**config.mk**
```make
export PLATFORM = sky130hd
export DESIGN_NAME = mfg_interconnect_test_port
export DESIGN_NICKNAME = d
export VERILOG_FILES = /design/src/logic/mfg_test_pkg.sv /design/src/logic/mfg_interconnect_test_port.sv /design/src/logic/pin_input_filter.sv
export SDC_FILE = /design/constraint.sdc
export NUM_CORES = 1
export LEC_CHECK = 0
export BUFFER_PORTS_ARGS = -buffer_cell sky130_fd_sc_hd__buf_2
export CORE_MARGIN = 2
export CORE_UTILIZATION = 33
export DETAILED_ROUTE_END_ITERATION = 8
export PLACE_DENSITY = 0.61
export SETUP_SLACK_MARGIN = 0.05
export SLEW_MARGIN = 30
export SYNTH_ARGS = -nofsm -noshare
export SYNTH_HDL_FRONTEND = slang
export SYNTH_SLANG_ARGS = --single-unit
```
**constraint.sdc**
```tcl
create_clock -name sys_clk_i -period 3.9 [get_ports sys_clk_i]
set_input_delay 0.78 -clock sys_clk_i [delete_from_list [all_inputs] [get_ports sys_clk_i]]
set_output_delay 0.78 -clock sys_clk_i [all_outputs]
set_load 0.01 [all_outputs]
```
**src/logic/mfg_test_pkg.sv**
```systemverilog
/*
  Shared constants and carrier types for the manufacturing interconnect
  test port: request codes, test byte layout, snapshot sizes, pin bundles.
  Assumes a control-request engine that splits each vendor request into a
  setup word and a byte stream.
*/
package mfg_test_pkg;

  // Request identification
  localparam logic [7:0]  LOAD_REQ_TYPE  = 8'h40;
  localparam logic [7:0]  LOAD_REQ_CODE  = 8'h05;
  localparam logic [7:0]  SNAP_REQ_TYPE  = 8'hC0;
  localparam logic [7:0]  SNAP_REQ_CODE  = 8'h06;

  // Value field of the load request
  localparam logic [15:0] MODE_NORMAL    = 16'h0000;
  localparam logic [15:0] MODE_TEST      = 16'h0001;

  // Lengths
  localparam logic [15:0] LOAD_LEN       = 16'h0007;
  localparam logic [15:0] SNAP_MAX_LEN   = 16'h0008;
  localparam int          TEST_BYTES     = 6;
  localparam int          SNAP_BYTES     = 8;

  // Reset values
  localparam logic [7:0]  TEST_RESET     = 8'h00;
  localparam logic [7:0]  SNAP_RESET     = 8'h00;

  // Test register offsets
  localparam logic [2:0]  OFS_CTRL_A     = 3'h0;
  localparam logic [2:0]  OFS_CTRL_B     = 3'h1;
  localparam logic [2:0]  OFS_BUS_LOW    = 3'h2;
  localparam logic [2:0]  OFS_BUS_HIGH   = 3'h3;
  localparam logic [2:0]  OFS_GP_CTRL    = 3'h4;

  // Byte 0 of test data
  localparam int          B0_LOW_POWER   = 0;
  localparam int          B0_HIGH_CUR    = 2;
  localparam int          B0_RESET       = 3;
  localparam int          B0_WRITE       = 4;
  localparam int          B0_READ        = 5;
  localparam int          B0_DMA_ACK     = 6;
  localparam int          B0_PULLUP      = 7;

  // Byte 1 of test data
  localparam int          B1_CS_LSB      = 1;
  localparam int          B1_ADDR_LSB    = 3;
  localparam int          B1_SCLK        = 6;
  localparam int          B1_BUS_EN      = 7;

  // Byte 4 of test data
  localparam int          B4_GP_LSB      = 0;
  localparam int          B4_GP_EN_LSB   = 4;

  typedef struct packed {
    logic [7:0]  req_type;
    logic [7:0]  request;
    logic [15:0] value;
    logic [15:0] index;
    logic [15:0] length;
  } setup_pkt_t;

  typedef struct packed {
    logic        low_power_indicator;
    logic        high_current_request_n;
    logic        drive_reset_n;
    logic        drive_write_strobe_n;
    logic        drive_read_strobe_n;
    logic        drive_dma_ack_n;
    logic        drive_pullup_enable;
    logic [1:0]  drive_chip_select_n;
    logic [2:0]  drive_reg_address;
    logic        serial_clock;
    logic [15:0] drive_data_bus;
    logic        data_bus_output_enable;
    logic [2:0]  gpio_out;
    logic [2:0]  gpio_enable;
  } out_pins_t;

  typedef struct packed {
    logic        drive_power_valid;
    logic        bus_power_valid;
    logic        bus_powered_select;
    logic        disk_ready_input;
    logic        system_interrupt_input;
    logic        drive_io_ready;
    logic        drive_dma_request;
    logic        eject_request_n;
    logic        drive_interrupt;
    logic        drive_port_enable;
    logic [15:0] drive_data_bus_in;
    logic [2:0]  gpio_in;
  } in_pins_t;

  localparam int          IN_PIN_BITS    = $bits(in_pins_t);

endpackage : mfg_test_pkg

```
**src/logic/mfg_interconnect_test_port.sv**
```systemverilog
/*
  Manufacturing interconnect test port: decodes the test-load and snapshot
  vendor requests, holds the test registers, overrides the non-USB output
  pins in test mode and returns pin snapshots.
  Assumes a control-request engine that presents one setup word per request,
  host-to-device data bytes as valid strobes and pulls read bytes on demand.
*/
`timescale 1ns/100ps

// Functional notes
// - Test-load is type 40h, request 05h.
// - Value zero restores normal mode; reset default.
// - Value one enters test mode.
// - Value-one load data beyond seven bytes is stalled.
// - Test mode drives outputs from loaded bits.
// - Byte 0 maps power and strobe outputs.
// - Byte 1 selects; bytes 2-3 data bus.
// - Byte 4 general purpose values and enables.
// - Reserved test bits never reach outputs.
// - Snapshot is type C0h, request 06h, anytime.
// - Snapshot longer than eight bytes is stalled.
// - Snapshot byte 0 returns status inputs.
// - Snapshot bytes 1-2 return control outputs.
// - Snapshot bytes 3-5 bus, general purpose.
// - Byte 6 mode and enable; byte 7 ones.
// - Test mode blocks normal output control.
module mfg_interconnect_test_port (
  // Clock and reset
  input  wire logic                     sys_clk_i,
  input  wire logic                     sys_rst_i,
  // Setup stage
  input  wire logic                     setup_valid_i,
  input  wire mfg_test_pkg::setup_pkt_t setup_i,
  // Host-to-device data stage
  input  wire logic                     wr_valid_i,
  input  wire logic [7:0]               wr_data_i,
  // Device-to-host data stage
  input  wire logic                     rd_req_i,
  output logic                          rd_valid_o,
  output logic [7:0]                    rd_data_o,
  // Request handshake
  output logic                          claim_o,
  output logic                          stall_o,
  output logic                          test_mode_o,
  // Pins
  input  wire mfg_test_pkg::out_pins_t  norm_pins_i,
  input  wire mfg_test_pkg::in_pins_t   raw_pins_i,
  output mfg_test_pkg::out_pins_t       pins_o,
  output logic                          data_bus_oe_n_o,
  output logic [2:0]                    gpio_oe_n_o
);

  typedef enum logic [1:0] {
    ST_IDLE,
    ST_LOAD,
    ST_READ
  } stage_t;

  function automatic logic req_match(input mfg_test_pkg::setup_pkt_t pkt,
                                     input logic [7:0]               rtype,
                                     input logic [7:0]               rcode);
    req_match = (pkt.req_type == rtype) && (pkt.request == rcode);
  endfunction : req_match

  localparam int TEST_LAST = mfg_test_pkg::TEST_BYTES - 1;
  localparam int SNAP_LAST = mfg_test_pkg::SNAP_BYTES - 1;

  stage_t                  stage_q;
  logic                    test_mode_q;
  logic [7:0]              test_q [TEST_LAST:0];
  logic [7:0]              snap_q [SNAP_LAST:0];
  logic [15:0]             wr_ptr_q;
  logic [15:0]             wr_cnt_q;
  logic [15:0]             wr_len_q;
  logic [2:0]              rd_ptr_q;
  logic [3:0]              rd_left_q;
  logic                    rd_valid_q;
  logic [7:0]              rd_data_q;
  mfg_test_pkg::out_pins_t pins_q;
  mfg_test_pkg::out_pins_t test_view;
  mfg_test_pkg::in_pins_t  sin;
  logic [7:0]              snap_view [SNAP_LAST:0];

  logic is_load;
  logic is_snap;
  logic load_bad_value;
  logic load_too_long;
  logic snap_too_long;
  logic setup_stall;
  logic wr_take;
  logic wr_overflow;
  logic rd_take;

  // Pins from outside the clock domain
  pin_input_filter #(
    .WIDTH     (mfg_test_pkg::IN_PIN_BITS)
  ) u_in_filter (
    .sys_clk_i (sys_clk_i),
    .sys_rst_i (sys_rst_i),
    .pins_i    (raw_pins_i),
    .pins_o    (sin)
  );

  // Request decode
  assign is_load        = setup_valid_i &&
                          req_match(setup_i, mfg_test_pkg::LOAD_REQ_TYPE,
                                    mfg_test_pkg::LOAD_REQ_CODE);
  assign is_snap        = setup_valid_i &&
                          req_match(setup_i, mfg_test_pkg::SNAP_REQ_TYPE,
                                    mfg_test_pkg::SNAP_REQ_CODE);
  assign load_bad_value = (setup_i.value != mfg_test_pkg::MODE_NORMAL) &&
                          (setup_i.value != mfg_test_pkg::MODE_TEST);
  assign load_too_long  = (setup_i.value == mfg_test_pkg::MODE_TEST) &&
                          (setup_i.length > mfg_test_pkg::LOAD_LEN);
  assign snap_too_long  = setup_i.length > mfg_test_pkg::SNAP_MAX_LEN;
  assign setup_stall    = (is_load && (load_bad_value || load_too_long)) ||
                          (is_snap && snap_too_long);

  // Bytes past the announced length are refused; in the load stage the length is never above seven
  assign wr_take        = (stage_q == ST_LOAD) && wr_valid_i &&
                          (wr_cnt_q < wr_len_q);
  assign wr_overflow    = (stage_q == ST_LOAD) && wr_valid_i &&
                          (wr_cnt_q >= wr_len_q);
  assign rd_take        = (stage_q == ST_READ) && rd_req_i && (rd_left_q != 4'h0);

  assign claim_o        = is_load || is_snap;
  assign stall_o        = setup_stall || wr_overflow;

  // Request stage; a new setup always aborts the old one
  always_ff @(posedge sys_clk_i)
  begin
    if (sys_rst_i)
      stage_q <= ST_IDLE;
    else if (setup_valid_i)
    begin
      if (is_load && !setup_stall && setup_i.value == mfg_test_pkg::MODE_TEST)
        stage_q <= ST_LOAD;
      else if (is_snap && !setup_stall)
        stage_q <= ST_READ;
      else
        stage_q <= ST_IDLE;
    end
    else
    begin
      case (stage_q)
        ST_IDLE: stage_q <= ST_IDLE;
        ST_LOAD: stage_q <= ST_LOAD;
        ST_READ:
        begin
          if (rd_take && rd_left_q == 4'h1)
            stage_q <= ST_IDLE;
        end
        default: stage_q <= ST_IDLE;
      endcase
    end
  end

  // Mode flag
  always_ff @(posedge sys_clk_i)
  begin
    if (sys_rst_i)
      test_mode_q <= 1'b0;
    else if (is_load && !setup_stall)
    begin
      if (setup_i.value == mfg_test_pkg::MODE_TEST)
        test_mode_q <= 1'b1;
      else
        test_mode_q <= 1'b0;
    end
  end

  assign test_mode_o = test_mode_q;

  // Load byte pointer and count
  always_ff @(posedge sys_clk_i)
  begin
    if (sys_rst_i)
    begin
      wr_ptr_q <= 16'h0000;
      wr_cnt_q <= 16'h0000;
      wr_len_q <= 16'h0000;
    end
    else if (is_load && !setup_stall)
    begin
      wr_ptr_q <= setup_i.index;
      wr_cnt_q <= 16'h0000;
      wr_len_q <= setup_i.length;
    end
    else if (wr_take)
    begin
      wr_ptr_q <= wr_ptr_q + 16'h0001;
      wr_cnt_q <= wr_cnt_q + 16'h0001;
    end
  end

  // Test registers; positions past the last register are dropped
  genvar t;
  generate
    for (t = 0; t <= TEST_LAST; t++)
    begin : g_test
      always_ff @(posedge sys_clk_i)
      begin
        if (sys_rst_i)
          test_q[t] <= mfg_test_pkg::TEST_RESET;
        else if (wr_take && wr_ptr_q == 16'(t))
          test_q[t] <= wr_data_i;
      end
    end
  endgenerate

  // Output view built from the test registers
  always_comb
  begin
    test_view                        = '0;
    test_view.low_power_indicator    =
      test_q[mfg_test_pkg::OFS_CTRL_A][mfg_test_pkg::B0_LOW_POWER];
    test_view.high_current_request_n =
      test_q[mfg_test_pkg::OFS_CTRL_A][mfg_test_pkg::B0_HIGH_CUR];
    test_view.drive_reset_n          =
      test_q[mfg_test_pkg::OFS_CTRL_A][mfg_test_pkg::B0_RESET];
    test_view.drive_write_strobe_n   =
      test_q[mfg_test_pkg::OFS_CTRL_A][mfg_test_pkg::B0_WRITE];
    test_view.drive_read_strobe_n    =
      test_q[mfg_test_pkg::OFS_CTRL_A][mfg_test_pkg::B0_READ];
    test_view.drive_dma_ack_n        =
      test_q[mfg_test_pkg::OFS_CTRL_A][mfg_test_pkg::B0_DMA_ACK];
    test_view.drive_pullup_enable    =
      test_q[mfg_test_pkg::OFS_CTRL_A][mfg_test_pkg::B0_PULLUP];
    test_view.drive_chip_select_n    =
      test_q[mfg_test_pkg::OFS_CTRL_B][mfg_test_pkg::B1_CS_LSB +: 2];
    test_view.drive_reg_address      =
      test_q[mfg_test_pkg::OFS_CTRL_B][mfg_test_pkg::B1_ADDR_LSB +: 3];
    test_view.serial_clock           =
      test_q[mfg_test_pkg::OFS_CTRL_B][mfg_test_pkg::B1_SCLK];
    test_view.data_bus_output_enable =
      test_q[mfg_test_pkg::OFS_CTRL_B][mfg_test_pkg::B1_BUS_EN];
    test_view.drive_data_bus         = {test_q[mfg_test_pkg::OFS_BUS_HIGH],
                                        test_q[mfg_test_pkg::OFS_BUS_LOW]};
    test_view.gpio_out               =
      test_q[mfg_test_pkg::OFS_GP_CTRL][mfg_test_pkg::B4_GP_LSB +: 3];
    test_view.gpio_enable            =
      test_q[mfg_test_pkg::OFS_GP_CTRL][mfg_test_pkg::B4_GP_EN_LSB +: 3];
    // Reserved bits and the spare byte are simply never read
  end

  // Output register: test mode fully replaces normal control
  always_ff @(posedge sys_clk_i)
  begin
    if (sys_rst_i)
      pins_q <= '0;
    else if (test_mode_q)
      pins_q <= test_view;
    else
      pins_q <= norm_pins_i;
  end

  assign pins_o          = pins_q;
  assign data_bus_oe_n_o = ~pins_q.data_bus_output_enable;
  assign gpio_oe_n_o     = ~pins_q.gpio_enable;

  // Snapshot assembly from filtered inputs and current output states
  always_comb
  begin
    snap_view[0] = {sin.eject_request_n,
                    sin.drive_dma_request,
                    sin.drive_io_ready,
                    sin.system_interrupt_input,
                    sin.disk_ready_input,
                    sin.bus_powered_select,
                    sin.bus_power_valid,
                    sin.drive_power_valid};
    snap_view[1] = {pins_q.drive_read_strobe_n,
                    pins_q.drive_write_strobe_n,
                    pins_q.drive_reset_n,
                    pins_q.high_current_request_n,
                    1'b0,
                    pins_q.low_power_indicator,
                    1'b1,
                    sin.drive_interrupt};
    snap_view[2] = {pins_q.drive_reg_address,
                    pins_q.drive_chip_select_n,
                    1'b0,
                    pins_q.drive_pullup_enable,
                    pins_q.drive_dma_ack_n};
    snap_view[3] = sin.drive_data_bus_in[7:0];
    snap_view[4] = sin.drive_data_bus_in[15:8];
    snap_view[5] = {pins_q.gpio_enable,
                    pins_q.data_bus_output_enable,
                    1'b0,
                    sin.gpio_in};
    snap_view[6] = {6'h3F,
                    sin.drive_port_enable,
                    test_mode_q};
    snap_view[7] = 8'hFF;
  end

  // Whole snapshot frozen at setup so every byte shares one instant
  genvar s;
  generate
    for (s = 0; s <= SNAP_LAST; s++)
    begin : g_snap
      always_ff @(posedge sys_clk_i)
      begin
        if (sys_rst_i)
          snap_q[s] <= mfg_test_pkg::SNAP_RESET;
        else if (is_snap && !setup_stall)
          snap_q[s] <= snap_view[s];
      end
    end
  endgenerate

  // Read pointer; index field is not used for the snapshot
  always_ff @(posedge sys_clk_i)
  begin
    if (sys_rst_i)
    begin
      rd_ptr_q  <= 3'h0;
      rd_left_q <= 4'h0;
    end
    else if (is_snap && !setup_stall)
    begin
      rd_ptr_q  <= 3'h0;
      rd_left_q <= setup_i.length[3:0];
    end
    else if (setup_valid_i)
      rd_left_q <= 4'h0;
    else if (rd_take)
    begin
      rd_ptr_q  <= rd_ptr_q + 3'h1;
      rd_left_q <= rd_left_q - 4'h1;
    end
  end

  // Read data register
  always_ff @(posedge sys_clk_i)
  begin
    if (sys_rst_i)
    begin
      rd_valid_q <= 1'b0;
      rd_data_q  <= 8'h00;
    end
    else
    begin
      rd_valid_q <= rd_take;
      if (rd_take)
        rd_data_q <= snap_q[rd_ptr_q];
    end
  end

  assign rd_valid_o = rd_valid_q;
  assign rd_data_o  = rd_data_q;

endmodule : mfg_interconnect_test_port

```
**src/logic/pin_input_filter.sv**
```systemverilog
/*
  Three-stage input synchroniser with agreement filter for asynchronous pins.
  Assumes every bit is independent and may change at any time.
*/
`timescale 1ns/100ps
module pin_input_filter #(
  parameter int WIDTH = 1
) (
  // Clock and reset
  input  wire logic             sys_clk_i,
  input  wire logic             sys_rst_i,
  // Pins
  input  wire logic [WIDTH-1:0] pins_i,
  output logic      [WIDTH-1:0] pins_o
);

  logic [WIDTH-1:0] meta_q;
  logic [WIDTH-1:0] sync_q;
  logic [WIDTH-1:0] late_q;

  always_ff @(posedge sys_clk_i)
  begin
    if (sys_rst_i)
    begin
      meta_q <= '0;
      sync_q <= '0;
      late_q <= '0;
    end
    else
    begin
      meta_q <= pins_i;
      sync_q <= meta_q;
      late_q <= sync_q;
    end
  end

  // Output follows only once the two later stages agree
  genvar g;
  generate
    for (g = 0; g < WIDTH; g++)
    begin : g_bit
      always_ff @(posedge sys_clk_i)
      begin
        if (sys_rst_i)
          pins_o[g] <= 1'b0;
        else if (sync_q[g] == late_q[g])
          pins_o[g] <= late_q[g];
      end
    end
  endgenerate

endmodule : pin_input_filter

```
==> reports/results.tsv <==
metric	value	unit
status	finished, final reports clean	
nets	1449	
r2r_start	wr_ptr_q[10]$_SDFFE_PP0P_	
die_x	193	um
fp-row-count	69	
synthToLayoutAreaGrowth	21.8	%
clock_latency	0.52	ns
period_share	0.806	
comb_power_share	0.039	
gp_congestion	0.806	
multi_input_area	0.00459	mm^2
post_cts_resized	0	
setup.worst_path.class	register to output port	
synthCells	1097	
cts-buffers-inserted	35	
seq_area_frac_synth	0.582	
vias	8495	
cp.arrival	2.36	ns
cts_setup_buffers	0	
synth-seq-cells	302	
seq_power_share	0.492	
wl_per_cell	15.8	um
drv_slew	0	
nFillCells	3471	
cap_violations	0	
p_total	6.80	mW
p_leak	5.54	nW
worst_slew_pin_slew	0.620	ns
cts_max_level	2	
grt_usage	0.145	
via_per_inst	4.80	
path_clk_slew	0.06	ns
dieArea	0.0374	mm^2
regArea	0.00688	mm^2
dp_slack	0.693	ns
hp-class	register to register	
critical_path_required	3.12	ns
grt-ovfl-total	0	
drive_above_1_share	0.222	
antenna_found_initial	3	
hpwl	19500	um
clockRootBuffer	clkbuf_16	
ioPinCount	194	
postRouteAntennaNets	0	
critPathMaxFanout	4	
r2r_cells	6	
synth_ff_type	dfxtp_1	
intPower	5.31	mW
start_util	0.334	
hold_path_end	u_in_filter.sync_q[5]$_SDFF_PP0_	
utilization	0.407	
portBuffers	193	
cts.sink_count	302	
syn_area	0.0118	mm^2
grt_pass1_vias	8136	
async_reset_ff_frac	0	
r2r_end	test_q[1][0]$_SDFFCE_PN0P_	
slew_headroom	0.587	
fin_crit	3.14	ns
core-area	0.0354	mm^2
drc	0	
die_h	193	um
synth_cell_types	56	
power_density	473	mW/mm^2
tritoncts	built	
p_switching	1.49	mW
grt_max_degree	90	
hold_path_depth	1	
synth.net_count	1264	
clockPowerShare	0.469	
setup_viol_count_final	0	
first_pass_iters	4	
ctsHoldBuffers	0	
setup_tns	0	ns
fmax	318	MHz
syn_area_per_cell	10.8	um^2
worstHoldStart	u_in_filter.meta_q[5]$_SDFF_PP0_	
startpoint_type	register	
power.share.switching	0.219	
rsz0062_at_grt	no	
totalWireLength	28000	um
peakVddDrop	273	uV
grt_pass1_wl	43900	um
reg2reg_slack	0.88	ns
hold_violations	0	
critPathCaptureType	output port	
clock_skew	0.0200	ns
fin_ws	0.758	ns
synth_edf_count	83	
drt_iter0_markers	479	
clockBufferDepth	3	
ys_warn_count	0	
-- cells in the final DEF (no fill, tap or decap), types with 25 or more instances in the layout --
cell type | synthesis | routed
a21oi_1 | 60 | 59
and2_1 | 57 | 57
buf_2 | 3 | 192
clkbuf_16 | 0 | 35
dfxtp_1 | 219 | 217
edfxtp_1 | 83 | 83
ha_1 | 25 | 25
inv_1 | 33 | 33
mux2i_1 | 59 | 59
nand2_1 | 52 | 52
nor2_1 | 120 | 120
nor2b_1 | 92 | 92
o21ai_0 | 36 | 36
-- layout make-up --
type / count / share of cell area
antenna: 1 / 0.000174
clock buffer: 50 / 0.0696
clock inverter: 13 / 0.00956
inverter: 33 / 0.00860
multi-input combinational: 705 / 0.319
sequential: 302 / 0.478
tap: 461 / 0.0401
timing repair buffer: 205 / 0.0755
-- cells by family after synthesis --
group,after synthesis,synth area share
AND/OR/NAND/NOR,435,0.198
multiplexers,73,0.0709
XOR/XNOR,4,0.00296
flip-flops,302,0.582
AO/OA/AOI/OAI,168,0.0891
adder cells (fa/ha/maj),25,0.0265
buffers and inverters,90,0.0314
-- per-layer routing --
| metal | track usage | up-vias | wire length (um) |
|---|---|---|---|
| li1 | - | 4222 | - |
| met5 | 0 | - | 21 |
| met1 | 0.194 | 4041 | 12800 |
| met4 | 0.0433 | 4 | 578 |
| met2 | 0.233 | 189 | 13100 |
| met3 | 0.0326 | 39 | 1500 |
-- cells in the mapped netlist, types with 3 or more instances --
cell      instances  share of area
nor3_1            9         0.0038
o21ai_0          36          0.015
o211ai_1          5         0.0032
nor4_1            9         0.0048
nand4_1          14         0.0074
buf_1             4         0.0013
buf_2             3         0.0013
or4_1            20          0.013
mux4_2            8          0.015
inv_1            33          0.010
edfxtp_1         83           0.21
mux2i_1          59          0.050
nand2b_1         19          0.010
nand2_1          52          0.017
o31ai_1          18          0.011
nand3_1          12         0.0051
o21ba_2           3         0.0025
mux2_2            6         0.0057
nor4b_1           3         0.0022
o21ai_1           3         0.0013
xnor2_1           3         0.0022
ha_1             25          0.026
nor2b_1          92          0.049
dfxtp_1         219           0.37
and2_1           57          0.030
nand4b_1          3         0.0022
a31oi_1           4         0.0021
a211oi_1          6         0.0038
a311oi_1         20          0.015
nor2_1          120          0.038
buf_6             3         0.0029
o21a_1            3         0.0019
or3_1            11         0.0058
a21oi_1          60          0.025
nand3b_1          4         0.0025
clkbuf_1         45          0.014
-- flip-flops by register name, summed over array words and instances (netlist names) --
name / count
u_in_filter.meta_q: 29
rd_data_o: 8
test_mode_o: 1
rd_ptr_q: 3
rd_valid_o: 1
stage_q: 2
pins_o: 36
rd_left_q: 4
wr_ptr_q: 16
wr_len_q: 16
wr_cnt_q: 16
u_in_filter.late_q: 29
u_in_filter.pins_o: 29
snap_q: 47
u_in_filter.sync_q: 29
test_q: 36
-- how the worst max path moves through the flow --
stage | from | depth (start not counted) | slack [ns] | endpoint
4_1_cts | wr_len_q[14]$_SDFFE_PP0P_ | 8 | 0.71 | stall_o
3_3_place_gp | setup_valid_i | 6 | 0.71 | stage_q[0]$_SDFFE_PP0P_
6_report | wr_len_q[14]$_SDFFE_PP0P_ | 8 | 0.76 | stall_o
5_1_grt | wr_len_q[14]$_SDFFE_PP0P_ | 8 | 0.57 | stall_o
2_1_floorplan | setup_valid_i | 5 | 0.87 | snap_q[0][0]$_SDFFCE_PN0P_
3_5_place_dp | setup_valid_i | 6 | 0.69 | stage_q[0]$_SDFFE_PP0P_
-- power groups by stage --
stage,sequential (mW),clock (mW),combinational [mW]
finish,3.35,3.19,0.267
global route,3.36,3.41,0.296
CTS,3.35,3.28,0.274
detailed placement,3.42,0,0.272
global placement,3.42,0,0.269
floorplan,3.41,0,0.122
-- critical path: stages (launching register included) --
cell	delay [ns]
dfxtp_1	0.33
inv_1	0.04
ha_1	0.29
nand4_1	0.17
or3_1	0.44
nand3_1	0.14
nor2_1	0.06
o22ai_1	0.18
buf_2	0.18
-- per-stage QoR --
step           area, um^2  std cells  hold WS (ns)
2_1_floorplan       11800       1097         0.414
3_3_place_gp        13300       1706         0.417
3_5_place_dp        13300       1706         0.423
4_1_cts             14400       1769         0.437
5_1_grt             14400       1770         0.453
6_report            14400       1770         0.432
Power figures use the tool's default switching activity.
